<file path="src/shared/iss_consts.vh">
`ifndef ISS_CONSTS_VH
`define ISS_CONSTS_VH
// register offsets (byte addresses, one word each)
`define ISS_OFF_CFG 8'h00
`define ISS_OFF_ADDR 8'h04
`define ISS_OFF_CSR 8'h08
`define ISS_OFF_DATA 8'h0c
`define ISS_OFF_IRQ_STAT 8'h10
`define ISS_OFF_IRQ_MASK 8'h14
// configuration register fields
`define ISS_CFG_EN 0
`define ISS_CFG_PINSEL 1
`define ISS_CFG_RATE_LO 2
`define ISS_CFG_RATE_HI 3
`define ISS_CFG_POLLED 4
`define ISS_CFG_INTEN 5
`define ISS_CFG_W 6
// bus rate codes
`define ISS_RATE_50K 2'h0
`define ISS_RATE_100K 2'h1
`define ISS_RATE_400K 2'h2
// control/status write field
`define ISS_CSR_NAK 0
// irq status fields
`define ISS_IRQ_BYTE 0
`define ISS_IRQ_STOP 1
`define ISS_IRQ_ERR 2
`define ISS_IRQ_W 3
// reset values
`define ISS_CFG_RST 6'h00
`define ISS_ADDR_RST 7'h00
`define ISS_MASK_RST 3'h0
// data setup before releasing the clock line, in 50 MHz core cycles
// (1000 ns, 500 ns and 100 ns for the three rates)
`define ISS_TSU_50K_CYC 8'h32
`define ISS_TSU_100K_CYC 8'h19
`define ISS_TSU_400K_CYC 8'h05
`endif

</file>
<file path="src/rtl/iss_top.v">
// Overview of operation
// clock/data routed to one of two pin pairs
// bus rate setting 50K, 100K or 400K
// configurable 7-bit own address, any value
// enable bit starts and stops slave
// receive: hold clock low before acknowledge bit
// transmit: stall after master acknowledge bit
// stall after start and address byte
// nak'd address: ignore transaction, no events
// service releases stall; master may proceed
// one service handles exactly one event
// stop service updates status, byte stays pending
// starts seen only while interrupt enabled
// polled mode stalls; interrupt mode raises irq
// control/status register shows transfer status
// byte event after eighth received bit
// status write releases stall, drives ack/nak
// load data then write status to transmit
// master sends address high, direction in bit0
// ack address only on own address match
//
// Local design decisions: the register addresses and strobed register access.
`timescale 1ns/1ps
`include "iss_consts.vh"
module iss_top (
  input wire core_clk_in,
  input wire nrst_in,
  input wire [7:0] addr_in,
  input wire [7:0] wdata_in,
  input wire wr_in,
  input wire rd_in,
  output reg [7:0] rdata_out,
  input wire scl0_in,
  output reg scl0_out,
  output reg scl0_oe_out,
  input wire sda0_in,
  output reg sda0_out,
  output reg sda0_oe_out,
  input wire scl1_in,
  output reg scl1_out,
  output reg scl1_oe_out,
  input wire sda1_in,
  output reg sda1_out,
  output reg sda1_oe_out,
  output reg irq_out
);
  // fsm states
  localparam S_IDLE = 4'h0;
  localparam S_ADDR = 4'h1;
  localparam S_ASTL = 4'h2;
  localparam S_ACK = 4'h3;
  localparam S_RX = 4'h4;
  localparam S_RSTL = 4'h5;
  localparam S_TX = 4'h6;
  localparam S_TACK = 4'h7;
  localparam S_TSTL = 4'h8;
  localparam S_IGN = 4'h9;
  localparam S_REL = 4'ha;

  // setup count for the selected rate
  function [7:0] tsu_cyc;
    input [1:0] rate;
    begin
      case (rate)
        `ISS_RATE_50K: tsu_cyc = `ISS_TSU_50K_CYC;
        `ISS_RATE_100K: tsu_cyc = `ISS_TSU_100K_CYC;
        default: tsu_cyc = `ISS_TSU_400K_CYC;
      endcase
    end
  endfunction

  reg [`ISS_CFG_W-1:0] cfg_reg; // enable, pin pair, rate, mode, int enable
  reg [6:0] own_addr_reg; // own slave address
  reg [7:0] tx_data_reg; // byte to transmit next
  reg [7:0] rx_data_reg; // last byte received
  reg [`ISS_IRQ_W-1:0] irq_stat_reg; // sticky events
  reg [`ISS_IRQ_W-1:0] irq_mask_reg; // irq gating
  reg [3:0] sync1_reg; // first sync stage, read only by sync2
  reg [3:0] sync2_reg; // second sync stage
  reg scl_d_reg; // delayed selected clock for edges
  reg sda_d_reg; // delayed selected data for edges
  reg [3:0] state_reg; // transfer state
  reg [3:0] rel_tgt_reg; // state entered once the clock is released
  reg [3:0] cnt_reg; // bit counter
  reg [7:0] sr_reg; // shift register
  reg [7:0] tsu_reg; // setup countdown
  reg stall_reg; // hold clock low
  reg sda_low_reg; // pull data low
  reg rw_reg; // direction of this transaction, 1 = read
  reg nak_reg; // ack choice for the pending byte
  reg mack_reg; // master acknowledged last transmitted byte
  reg was_addr_reg; // last serviced byte was an address
  reg stop_pend_reg; // stop waiting for service
  reg err_pend_reg; // error waiting for service
  reg ev_byte_reg; // one-cycle byte event
  reg ev_stop_reg; // one-cycle stop event
  reg ev_err_reg; // one-cycle error event

  wire scl_s; // selected clock after sync
  wire sda_s; // selected data after sync
  wire scl_rise;
  wire scl_fall;
  wire start_det;
  wire stop_det;
  wire bus_wr;
  wire csr_wr;
  wire byte_pend;
  wire in_xfer;
  wire [`ISS_IRQ_W-1:0] ev_vec;
  wire [7:0] csr_rd;

  // both pairs are synchronised so the mux only ever sees settled levels
  always @(posedge core_clk_in) begin
    if (!nrst_in) begin
      sync1_reg <= 4'hf;
      sync2_reg <= 4'hf;
      scl_d_reg <= 1'b1;
      sda_d_reg <= 1'b1;
    end else begin
      sync1_reg <= {sda1_in, scl1_in, sda0_in, scl0_in};
      sync2_reg <= sync1_reg;
      scl_d_reg <= scl_s;
      sda_d_reg <= sda_s;
    end
  end

  // pin pair choice
  assign scl_s = cfg_reg[`ISS_CFG_PINSEL] ? sync2_reg[2] : sync2_reg[0];
  assign sda_s = cfg_reg[`ISS_CFG_PINSEL] ? sync2_reg[3] : sync2_reg[1];
  assign scl_rise = scl_s & ~scl_d_reg;
  assign scl_fall = ~scl_s & scl_d_reg;
  assign start_det = scl_s & scl_d_reg & sda_d_reg & ~sda_s;
  assign stop_det = scl_s & scl_d_reg & ~sda_d_reg & sda_s;
  assign bus_wr = wr_in;
  assign csr_wr = bus_wr && (addr_in == `ISS_OFF_CSR);
  assign byte_pend = (state_reg == S_ASTL) || (state_reg == S_RSTL) || (state_reg == S_TSTL);
  assign in_xfer = (state_reg != S_IDLE) && (state_reg != S_IGN);

  // transfer engine
  always @(posedge core_clk_in) begin
    if (!nrst_in) begin
      state_reg <= S_IDLE;
      rel_tgt_reg <= S_IDLE;
      cnt_reg <= 4'h0;
      sr_reg <= 8'h00;
      tsu_reg <= 8'h00;
      stall_reg <= 1'b0;
      sda_low_reg <= 1'b0;
      rw_reg <= 1'b0;
      nak_reg <= 1'b0;
      mack_reg <= 1'b0;
      was_addr_reg <= 1'b0;
      stop_pend_reg <= 1'b0;
      err_pend_reg <= 1'b0;
      rx_data_reg <= 8'h00;
      ev_byte_reg <= 1'b0;
      ev_stop_reg <= 1'b0;
      ev_err_reg <= 1'b0;
    end else begin
      ev_byte_reg <= 1'b0;
      ev_stop_reg <= 1'b0;
      ev_err_reg <= 1'b0;
      if (!cfg_reg[`ISS_CFG_EN]) begin
        // disabled: let go of the bus at once
        state_reg <= S_IDLE;
        stall_reg <= 1'b0;
        sda_low_reg <= 1'b0;
        stop_pend_reg <= 1'b0;
        err_pend_reg <= 1'b0;
      end else if (start_det && cfg_reg[`ISS_CFG_INTEN]) begin
        // start or repeated start; mid-byte counts as error
        if (in_xfer && cnt_reg != 4'h0) begin
          err_pend_reg <= 1'b1;
          ev_err_reg <= 1'b1;
        end
        state_reg <= S_ADDR;
        cnt_reg <= 4'h0;
        stall_reg <= 1'b0;
        sda_low_reg <= 1'b0;
      end else if (stop_det) begin
        // a stop inside an ignored transaction is silent
        if (in_xfer && state_reg != S_ADDR) begin
          stop_pend_reg <= 1'b1;
          ev_stop_reg <= 1'b1;
        end
        state_reg <= S_IDLE;
        stall_reg <= 1'b0;
        sda_low_reg <= 1'b0;
      end else if (csr_wr && err_pend_reg) begin
        err_pend_reg <= 1'b0;
      end else if (csr_wr && stop_pend_reg) begin
        stop_pend_reg <= 1'b0;
      end else begin
        case (state_reg)
          S_ADDR, S_RX: begin
            if (scl_rise && cnt_reg != 4'h8) begin
              sr_reg <= {sr_reg[6:0], sda_s};
              cnt_reg <= cnt_reg + 4'h1;
            end else if (scl_fall && cnt_reg == 4'h8) begin
              if (state_reg == S_RX) begin
                stall_reg <= 1'b1;
                rx_data_reg <= sr_reg;
                was_addr_reg <= 1'b0;
                ev_byte_reg <= 1'b1;
                state_reg <= S_RSTL;
              end else if (sr_reg[7:1] == own_addr_reg) begin
                stall_reg <= 1'b1;
                rw_reg <= sr_reg[0];
                rx_data_reg <= sr_reg;
                was_addr_reg <= 1'b1;
                ev_byte_reg <= 1'b1;
                state_reg <= S_ASTL;
              end else begin
                state_reg <= S_IGN;
              end
            end
          end
          S_ASTL, S_RSTL: begin
            if (csr_wr) begin
              nak_reg <= wdata_in[`ISS_CSR_NAK];
              sda_low_reg <= ~wdata_in[`ISS_CSR_NAK];
              tsu_reg <= tsu_cyc(cfg_reg[`ISS_CFG_RATE_HI:`ISS_CFG_RATE_LO]);
              rel_tgt_reg <= S_ACK;
              state_reg <= S_REL;
            end
          end
          S_REL: begin
            // keep data settled for the rate's setup time first
            if (tsu_reg == 8'h00) begin
              stall_reg <= 1'b0;
              state_reg <= rel_tgt_reg;
            end else begin
              tsu_reg <= tsu_reg - 8'h01;
            end
          end
          S_ACK: begin
            if (scl_fall) begin
              cnt_reg <= 4'h0;
              if (nak_reg) begin
                // a refused address drops the transaction; a refused data byte
                // keeps it open so the closing stop is still reported
                sda_low_reg <= 1'b0;
                state_reg <= was_addr_reg ? S_IGN : S_RX;
              end else if (rw_reg) begin
                sr_reg <= tx_data_reg;
                sda_low_reg <= ~tx_data_reg[7];
                state_reg <= S_TX;
              end else begin
                sda_low_reg <= 1'b0;
                state_reg <= S_RX;
              end
            end
          end
          S_TX: begin
            if (scl_fall) begin
              if (cnt_reg == 4'h7) begin
                sda_low_reg <= 1'b0;
                state_reg <= S_TACK;
              end else begin
                sda_low_reg <= ~sr_reg[6];
                sr_reg <= {sr_reg[6:0], 1'b0};
                cnt_reg <= cnt_reg + 4'h1;
              end
            end
          end
          S_TACK: begin
            if (scl_rise) begin
              mack_reg <= ~sda_s;
            end else if (scl_fall) begin
              stall_reg <= 1'b1;
              was_addr_reg <= 1'b0;
              ev_byte_reg <= 1'b1;
              state_reg <= S_TSTL;
            end
          end
          S_TSTL: begin
            if (csr_wr) begin
              if (!mack_reg) begin
                // master is done reading: free the bus and wait
                stall_reg <= 1'b0;
                state_reg <= S_IGN;
              end else begin
                sr_reg <= tx_data_reg;
                sda_low_reg <= ~tx_data_reg[7];
                cnt_reg <= 4'h0;
                tsu_reg <= tsu_cyc(cfg_reg[`ISS_CFG_RATE_HI:`ISS_CFG_RATE_LO]);
                rel_tgt_reg <= S_TX;
                state_reg <= S_REL;
              end
            end
          end
          default: begin
            // idle and ignored transactions wait for a start
            stall_reg <= 1'b0;
            sda_low_reg <= 1'b0;
          end
        endcase
      end
    end
  end

  // byte events reach the irq only in interrupt mode; polled mode just stalls
  assign ev_vec = {ev_err_reg, ev_stop_reg,
                   ev_byte_reg & ~cfg_reg[`ISS_CFG_POLLED]};
  assign csr_rd = {1'b0, state_reg != S_IDLE, err_pend_reg, stop_pend_reg,
                   mack_reg, was_addr_reg, rw_reg, byte_pend};

  // register writes
  always @(posedge core_clk_in) begin
    if (!nrst_in) begin
      cfg_reg <= `ISS_CFG_RST;
      own_addr_reg <= `ISS_ADDR_RST;
      tx_data_reg <= 8'h00;
      irq_mask_reg <= `ISS_MASK_RST;
    end else if (bus_wr) begin
      case (addr_in)
        `ISS_OFF_CFG: cfg_reg <= wdata_in[`ISS_CFG_W-1:0];
        `ISS_OFF_ADDR: own_addr_reg <= wdata_in[6:0];
        `ISS_OFF_DATA: tx_data_reg <= wdata_in;
        `ISS_OFF_IRQ_MASK: irq_mask_reg <= wdata_in[`ISS_IRQ_W-1:0];
        default: begin
          // other offsets take no write
        end
      endcase
    end
  end

  // reads, sticky irq status with read-to-clear; a new event beats the clear
  always @(posedge core_clk_in) begin
    if (!nrst_in) begin
      rdata_out <= 8'h00;
      irq_stat_reg <= {`ISS_IRQ_W{1'b0}};
      irq_out <= 1'b0;
    end else begin
      if (rd_in && addr_in == `ISS_OFF_IRQ_STAT) begin
        irq_stat_reg <= ev_vec;
      end else begin
        irq_stat_reg <= irq_stat_reg | ev_vec;
      end
      irq_out <= |(irq_stat_reg & irq_mask_reg);
      if (rd_in) begin
        case (addr_in)
          `ISS_OFF_CFG: rdata_out <= {2'h0, cfg_reg};
          `ISS_OFF_ADDR: rdata_out <= {1'b0, own_addr_reg};
          `ISS_OFF_CSR: rdata_out <= csr_rd;
          `ISS_OFF_DATA: rdata_out <= rx_data_reg;
          `ISS_OFF_IRQ_STAT: rdata_out <= {5'h00, irq_stat_reg};
          `ISS_OFF_IRQ_MASK: rdata_out <= {5'h00, irq_mask_reg};
          default: rdata_out <= 8'h00;
        endcase
      end else begin
        rdata_out <= 8'h00;
      end
    end
  end

  // open-drain drivers: data out is always low, only the enables move
  always @(posedge core_clk_in) begin
    if (!nrst_in) begin
      scl0_out <= 1'b0;
      sda0_out <= 1'b0;
      scl1_out <= 1'b0;
      sda1_out <= 1'b0;
      scl0_oe_out <= 1'b0;
      sda0_oe_out <= 1'b0;
      scl1_oe_out <= 1'b0;
      sda1_oe_out <= 1'b0;
    end else begin
      scl0_oe_out <= stall_reg & ~cfg_reg[`ISS_CFG_PINSEL];
      sda0_oe_out <= sda_low_reg & ~cfg_reg[`ISS_CFG_PINSEL];
      scl1_oe_out <= stall_reg & cfg_reg[`ISS_CFG_PINSEL];
      sda1_oe_out <= sda_low_reg & cfg_reg[`ISS_CFG_PINSEL];
    end
  end
endmodule // iss_top

</file>
<file path="config.mk">
export PLATFORM = sky130hd
export DESIGN_NAME = iss_top
export DESIGN_NICKNAME = d
export VERILOG_FILES = /design/src/rtl/iss_top.v
export VERILOG_INCLUDE_DIRS = /design/src /design/src/shared
export SDC_FILE = /design/constraint.sdc
export NUM_CORES = 1
export LEC_CHECK = 0
export BUFFER_PORTS_ARGS = -buffer_cell sky130_fd_sc_hd__buf_2
export CAP_MARGIN = 20
export CORE_MARGIN = 5
export CORE_UTILIZATION = 50
export CTS_BUF_LIST = sky130_fd_sc_hd__clkbuf_8 sky130_fd_sc_hd__clkbuf_16
export CTS_CLUSTER_DIAMETER = 100
export CTS_CLUSTER_SIZE = 8
export DETAILED_ROUTE_END_ITERATION = 8
export PLACE_DENSITY = 0.72
export SETUP_SLACK_MARGIN = 0.15
export SYNTH_ARGS = -nofsm -noshare
export SYNTH_HDL_FRONTEND = slang
export SYNTH_SLANG_ARGS = --single-unit
</file>
<file path="constraint.sdc">
create_clock -name core_clk_in -period 7 [get_ports core_clk_in]
set_clock_uncertainty 0.15 [all_clocks]
set_input_delay 0 -clock core_clk_in [delete_from_list [all_inputs] [get_ports core_clk_in]]
set_output_delay 0 -clock core_clk_in [all_outputs]
set_load 0.01 [all_outputs]
</file>
* After elaboration in Yosys (flattened, before gate mapping)
Index checks and enable logic that the tools add are counted.
Storage, ports and cells: register bits after elaboration 97, input bits 24
Operators by class: add/subtract/negate cells 2, equal/unequal tests 63, bitwise gates (word level) 33, reduce and logical (&&, ||, !) cells 57, muxes and demuxes 99
Operator list (count):
- two-way mux 8 bit | 14
- two-way mux 4 bit | 27
- one-hot mux 8 bit (6 select lines) | 1
- two-way mux 1 bit | 44
- != test 4 bit (second input constant) | 11
- != test 2 bit (second input constant) | 20
- AND reduction 11 bit | 3
- one-hot mux 8 bit (4 select lines) | 1
- one-hot mux 4 bit (7 select lines) | 1
- AND reduction 13 bit | 2
- one-hot mux 8 bit (3 select lines) | 1
- != test 3 bit (second input constant) | 7
- == test 4 x 3 -> 1 bit (second input constant) | 5
- AND reduction 10 bit | 2
- inverter 1 bit | 19
- AND reduction 9 bit | 2
- == test 8 x 4 -> 1 bit (second input constant) | 2
- == test 8 x 5 -> 1 bit (second input constant) | 2
- zero test 8 bit | 2
- one-hot mux 4 bit (4 select lines) | 1
- OR reduction 4 bit | 4
- AND reduction 14 bit | 1
- AND reduction 7 bit | 2
- AND 1 bit | 12
- other kinds (36) | 68

* Longest topological paths before layout
depth after elaboration 11, depth in mapped cells 9

* Worst setup path before layout
Ideal clock, no wire load.
path kind reg2reg, start point register cnt_reg[0], end point register cnt_reg[3], arrival time 2.047 ns, setup time 0.119 ns, cell stages (with the launch flop) 9, buffers on the path 0, setup slack 4.684 ns, period minus slack after synthesis 2.316 ns, cells stage by stage dfxtp_1 > inv_1 > ha_1 > and3b_2 > o311a_4 > nor4b_4 > a21oi_2 > or2_1 > o221a_2
On the way: longest elaborated chain between the ends 8, elaborated cells between the ends (all ways) 15
Ends and longest elaborated chain:
- start, declared | line iss_top.v:84 | reg [3:0] cnt_reg;
- start signal, assigned | line iss_top.v:198 | cnt_reg <= cnt_reg + 4'h1;
- start signal, assigned | line iss_top.v:262 | cnt_reg <= cnt_reg + 4'h1;
- adder 4 x 1 -> 4 bit | line iss_top.v:198, iss_top.v:262
- two-way mux 4 bit | line iss_top.v:256 | if (cnt_reg == 4'h7) begin
- two-way mux 4 bit | line iss_top.v:255 | if (scl_fall) begin
- one-hot mux 4 bit (4 select lines) | line iss_top.v:194 | case (state_reg)
- two-way mux 4 bit | line iss_top.v:191 | end else if (csr_wr && stop_pend_reg) begin
- two-way mux 4 bit | line iss_top.v:189 | end else if (csr_wr && err_pend_reg) begin
- two-way mux 4 bit | line iss_top.v:180 | end else if (stop_det) begin
- two-way mux 4 bit | line iss_top.v:170 | end else if (start_det && cfg_reg[`ISS_CFG_INTEN]) begin
Parallel ways exist; a longest one is shown, timed or not. The select of a mux whose other input is x is not followed. A chain may end at the register's enable or synchronous reset.

* Final worst setup path
start point register state_reg[1], end point register state_reg[1]
On the way: longest elaborated chain between the ends 5, elaborated cells between the ends (all ways) 27
Ends and longest elaborated chain:
- start, declared | line iss_top.v:82 | reg [3:0] state_reg;
- start signal, assigned | line iss_top.v:231 | state_reg <= rel_tgt_reg;
- start signal, assigned | line iss_top.v:243 | state_reg <= was_addr_reg ? S_IGN : S_RX;
- == test 4 x 3 -> 1 bit | line iss_top.v:194, iss_top.v:200
- two-way mux 4 bit | line iss_top.v:200 | if (state_reg == S_RX) begin
- two-way mux 4 bit | line iss_top.v:199 | end else if (scl_fall && cnt_reg == 4'h8) begin
- two-way mux 4 bit | line iss_top.v:196 | if (scl_rise && cnt_reg != 4'h8) begin
- one-hot mux 4 bit (7 select lines) | line iss_top.v:194
Parallel ways exist; a longest one is shown, timed or not. The select of a mux whose other input is x is not followed.

==> impl_metrics.py <==
metrics = {
    "floorplanning": {
        "die_w_um": 111,
        "ios": 41,
        "initial_core_util_pct": 51.5,
        "placement_rows": 36,
        "core_um2": 9820,
        "fp.dieH_um": 111,
        "die-area_um2": 12200,
    },
    "critical_path": {
        "r2r_start": "state_reg[1]$_SDFFE_PP0P_",
        "cp-end-kind": "flip-flop",
        "r2r_cells": 6,
        "r2r_setup_slack_ps": 3860,
        "worstReg2RegEnd": "state_reg[1]$_SDFFE_PP0P_",
        "cp_max_fo": 29,
        "crit_arrival_ps": 3260,
        "crit_type": "reg2reg",
        "required_ps": 7110,
        "setup.worst_path.start": "state_reg[1]$_SDFFE_PP0P_",
        "crit_path_end": "state_reg[1]$_SDFFE_PP0P_",
        "cp-start-kind": "flip-flop",
    },
    "placement": {
        "dp_slack_ps": 3980,
        "place.port_buffers": 36,
        "dp_cells": 710,
        "post-dp-hpwl_um": 9670,
        "place_congestion": 0.959,
        "placed_area_um2": 5170,
    },
    "clock_network": {
        "cts_tree": "done",
        "path_clk_slew_ps": 100,
        "clockBufferDepth": 2,
        "cts_resized": 0,
        "cts_root_buf": "clkbuf_8",
        "htree_num_levels": 3,
        "cts_made_buffers": 9,
        "cts.sinks": 96,
        "clkLatencyLatePin_ps": 370,
    },
    "global_routing": {
        "antenna_found_initial": 0,
        "gr-usage-all-layers_pct": 22.1,
        "grt_pass1_vias": 4239,
        "grt_pass1_wl_um": 22200,
        "grt-ovfl-total": 0,
        "grt_max_degree": 49,
    },
    "yosys": {
        "yosys_register_bits": 96,
        "yosys-top-cells-count": "96 x dfxtp_1, 60 x nand2_1, 57 x nor2_1",
        "synth_flop_cell": "dfxtp_1",
        "synthTopCellsByArea": "dfxtp_1 38%, mux2i_1 5.3%, a21oi_1 4.9%, nand2_1 4.4%, nor2_1 4.2%",
        "yosysTopAreaCell": "dfxtp_1",
        "synth-warning-count": 0,
        "synth.distinct_cells": 82,
        "syn_inst": 574,
        "synthMostInstantiatedCell": "dfxtp_1",
        "synth_edf_count": 0,
        "avgSynthCellArea_um2": 8.82,
        "synth_async_sr_flop_share_pct": 0,
        "mappedNetlistArea_um2": 5060,
        "synth.top_cell.area_share_pct": 38.0,
        "synth-seq-area-share_pct": 38.0,
    },
    "pwr": {
        "leakage_nw": 2.07,
        "p_int_mw": 0.710,
        "power.share.clock_pct": 37.5,
        "switchingPower_mw": 0.243,
        "vdd_ir_drop_max_mv": 0.136,
        "power.density_nw_per_um2": 171,
        "combPwrFrac_pct": 4.8,
        "power_mw": 0.954,
        "pwr-share-seq_pct": 57.7,
        "swShare_pct": 25.5,
    },
    "cells_and_area": {
        "area_delta_synth_final_pct": 9.89,
        "post-route-util_pct": 56.6,
        "final_cells": 746,
        "drive_above_1_share_pct": 15.3,
        "final_cell_area_um2": 5560,
        "n_antenna_cell": 0,
        "nNetsFinal": 636,
    },
    "detailed_routing": {
        "drc": 0,
        "vias": 4552,
        "ant_nets": 0,
        "routed_wl_um": 13800,
        "drt_iter0_drc": 435,
        "firstDrtPassIters": 5,
        "detail_route.wl_per_cell_um": 18.5,
        "vias_per_cell": 6.10,
    },
    "timing": {
        "rsz0062_at_grt": "no",
        "finalSetupViolations": 0,
        "fmax_ghz": 0.318,
        "final.setup.tns_ps": 0,
        "fin_hold_ws_ps": 10.0,
        "slew_violations": 0,
        "setup_ws_ps": 3860,
        "relSlewSlack_pct": 19.5,
        "post-route-period-util_pct": 44.9,
        "hold_violations": 0,
        "fin_crit_ps": 3140,
        "worst_pin_slew_ps": 1190,
    },
    "min_path": {
        "min_path_cells": 4,
        "min_from": "addr_in[4]",
        "hp-class": "in2reg",
    },
    "run_status": {
        "outcome": "complete, no violations",
    },
    "run": {
        "drv_cap": 0,
    },
}
area by class of cell:
class / count / area, um^2
multi-input combinational: 433 / 2850
timing repair buffer: 59 / 403
fill: 921 / 4260
clock inverter: 6 / 52.6
sequential: 96 / 1920
clock buffer: 10 / 138
inverter: 9 / 33.8
tap: 133 / 166
layout by cell type, fill, tap and decap left out, types with 8 or more instances in the layout:
cell type	n
a211oi_1	9
a21oi_1	50
buf_2	36
clkbuf_8	10
dfxtp_1	96
dlygate4sd3_1	20
inv_1	9
mux2_2	8
mux2i_1	27
nand2_1	60
nand2b_1	17
nand3_1	33
nor2_1	57
nor3_1	12
o21ai_0	13
how the worst min path moves through the flow:
stage	to	slack [ps]
4_1_cts	own_addr_reg[2]$_SDFFE_PN0P_	2
3_5_place_dp	sync1_reg[1]$_SDFF_PN1_	40
5_1_grt	cfg_reg[3]$_SDFFE_PN0P_	30
2_1_floorplan	sync1_reg[0]$_SDFF_PN1_	-50
6_report	irq_stat_reg[2]$_SDFF_PN0_	10
3_3_place_gp	sync1_reg[3]$_SDFF_PN1_	30
power by group through the flow:
stage	clock [mW]	combinational [mW]	sequential [mW]
finish	0.358	0.0458	0.550
global route	0.383	0.0492	0.550
CTS	0.361	0.0447	0.550
detailed placement	0	0.0361	0.563
global placement	0	0.0353	0.563
floorplan	0	0.0245	0.562
critical path, stage by stage (launching register included):
cell and delay (ps):
dfxtp_1 930, nand4bb_1 630, a41oi_1 640, a211oi_1 120, nand4_1 270, mux2i_1 240
nor2_1 60
layer usage:
metal  global-route usage [%]  wire [um]
met3                     4.54        965
met5                        0          0
met2                     36.4       6680
met4                     7.96        389
met1                     28.5       5760
cell families (layout without fill, tap and decap cells):
logic type	after synthesis	after routing	share of synthesized area (%)
and+or+nand+nor	243	243	25.5
AOI/OAI and AO/OA	132	132	18.3
DFF	96	96	38.0
buffers and inverters	48	84	6.01
muxes	40	40	9.42
xor gates and xnor gates	10	10	1.73
adders and majority gates	4	4	0.989
other	1	4	0.0741
what timing repair did:
action,in CTS,in global routing
setup buffers,0,0
hold buffers,20,0
endpoints found under the hold margin,46,0
(Power assumes the default switching activity.)
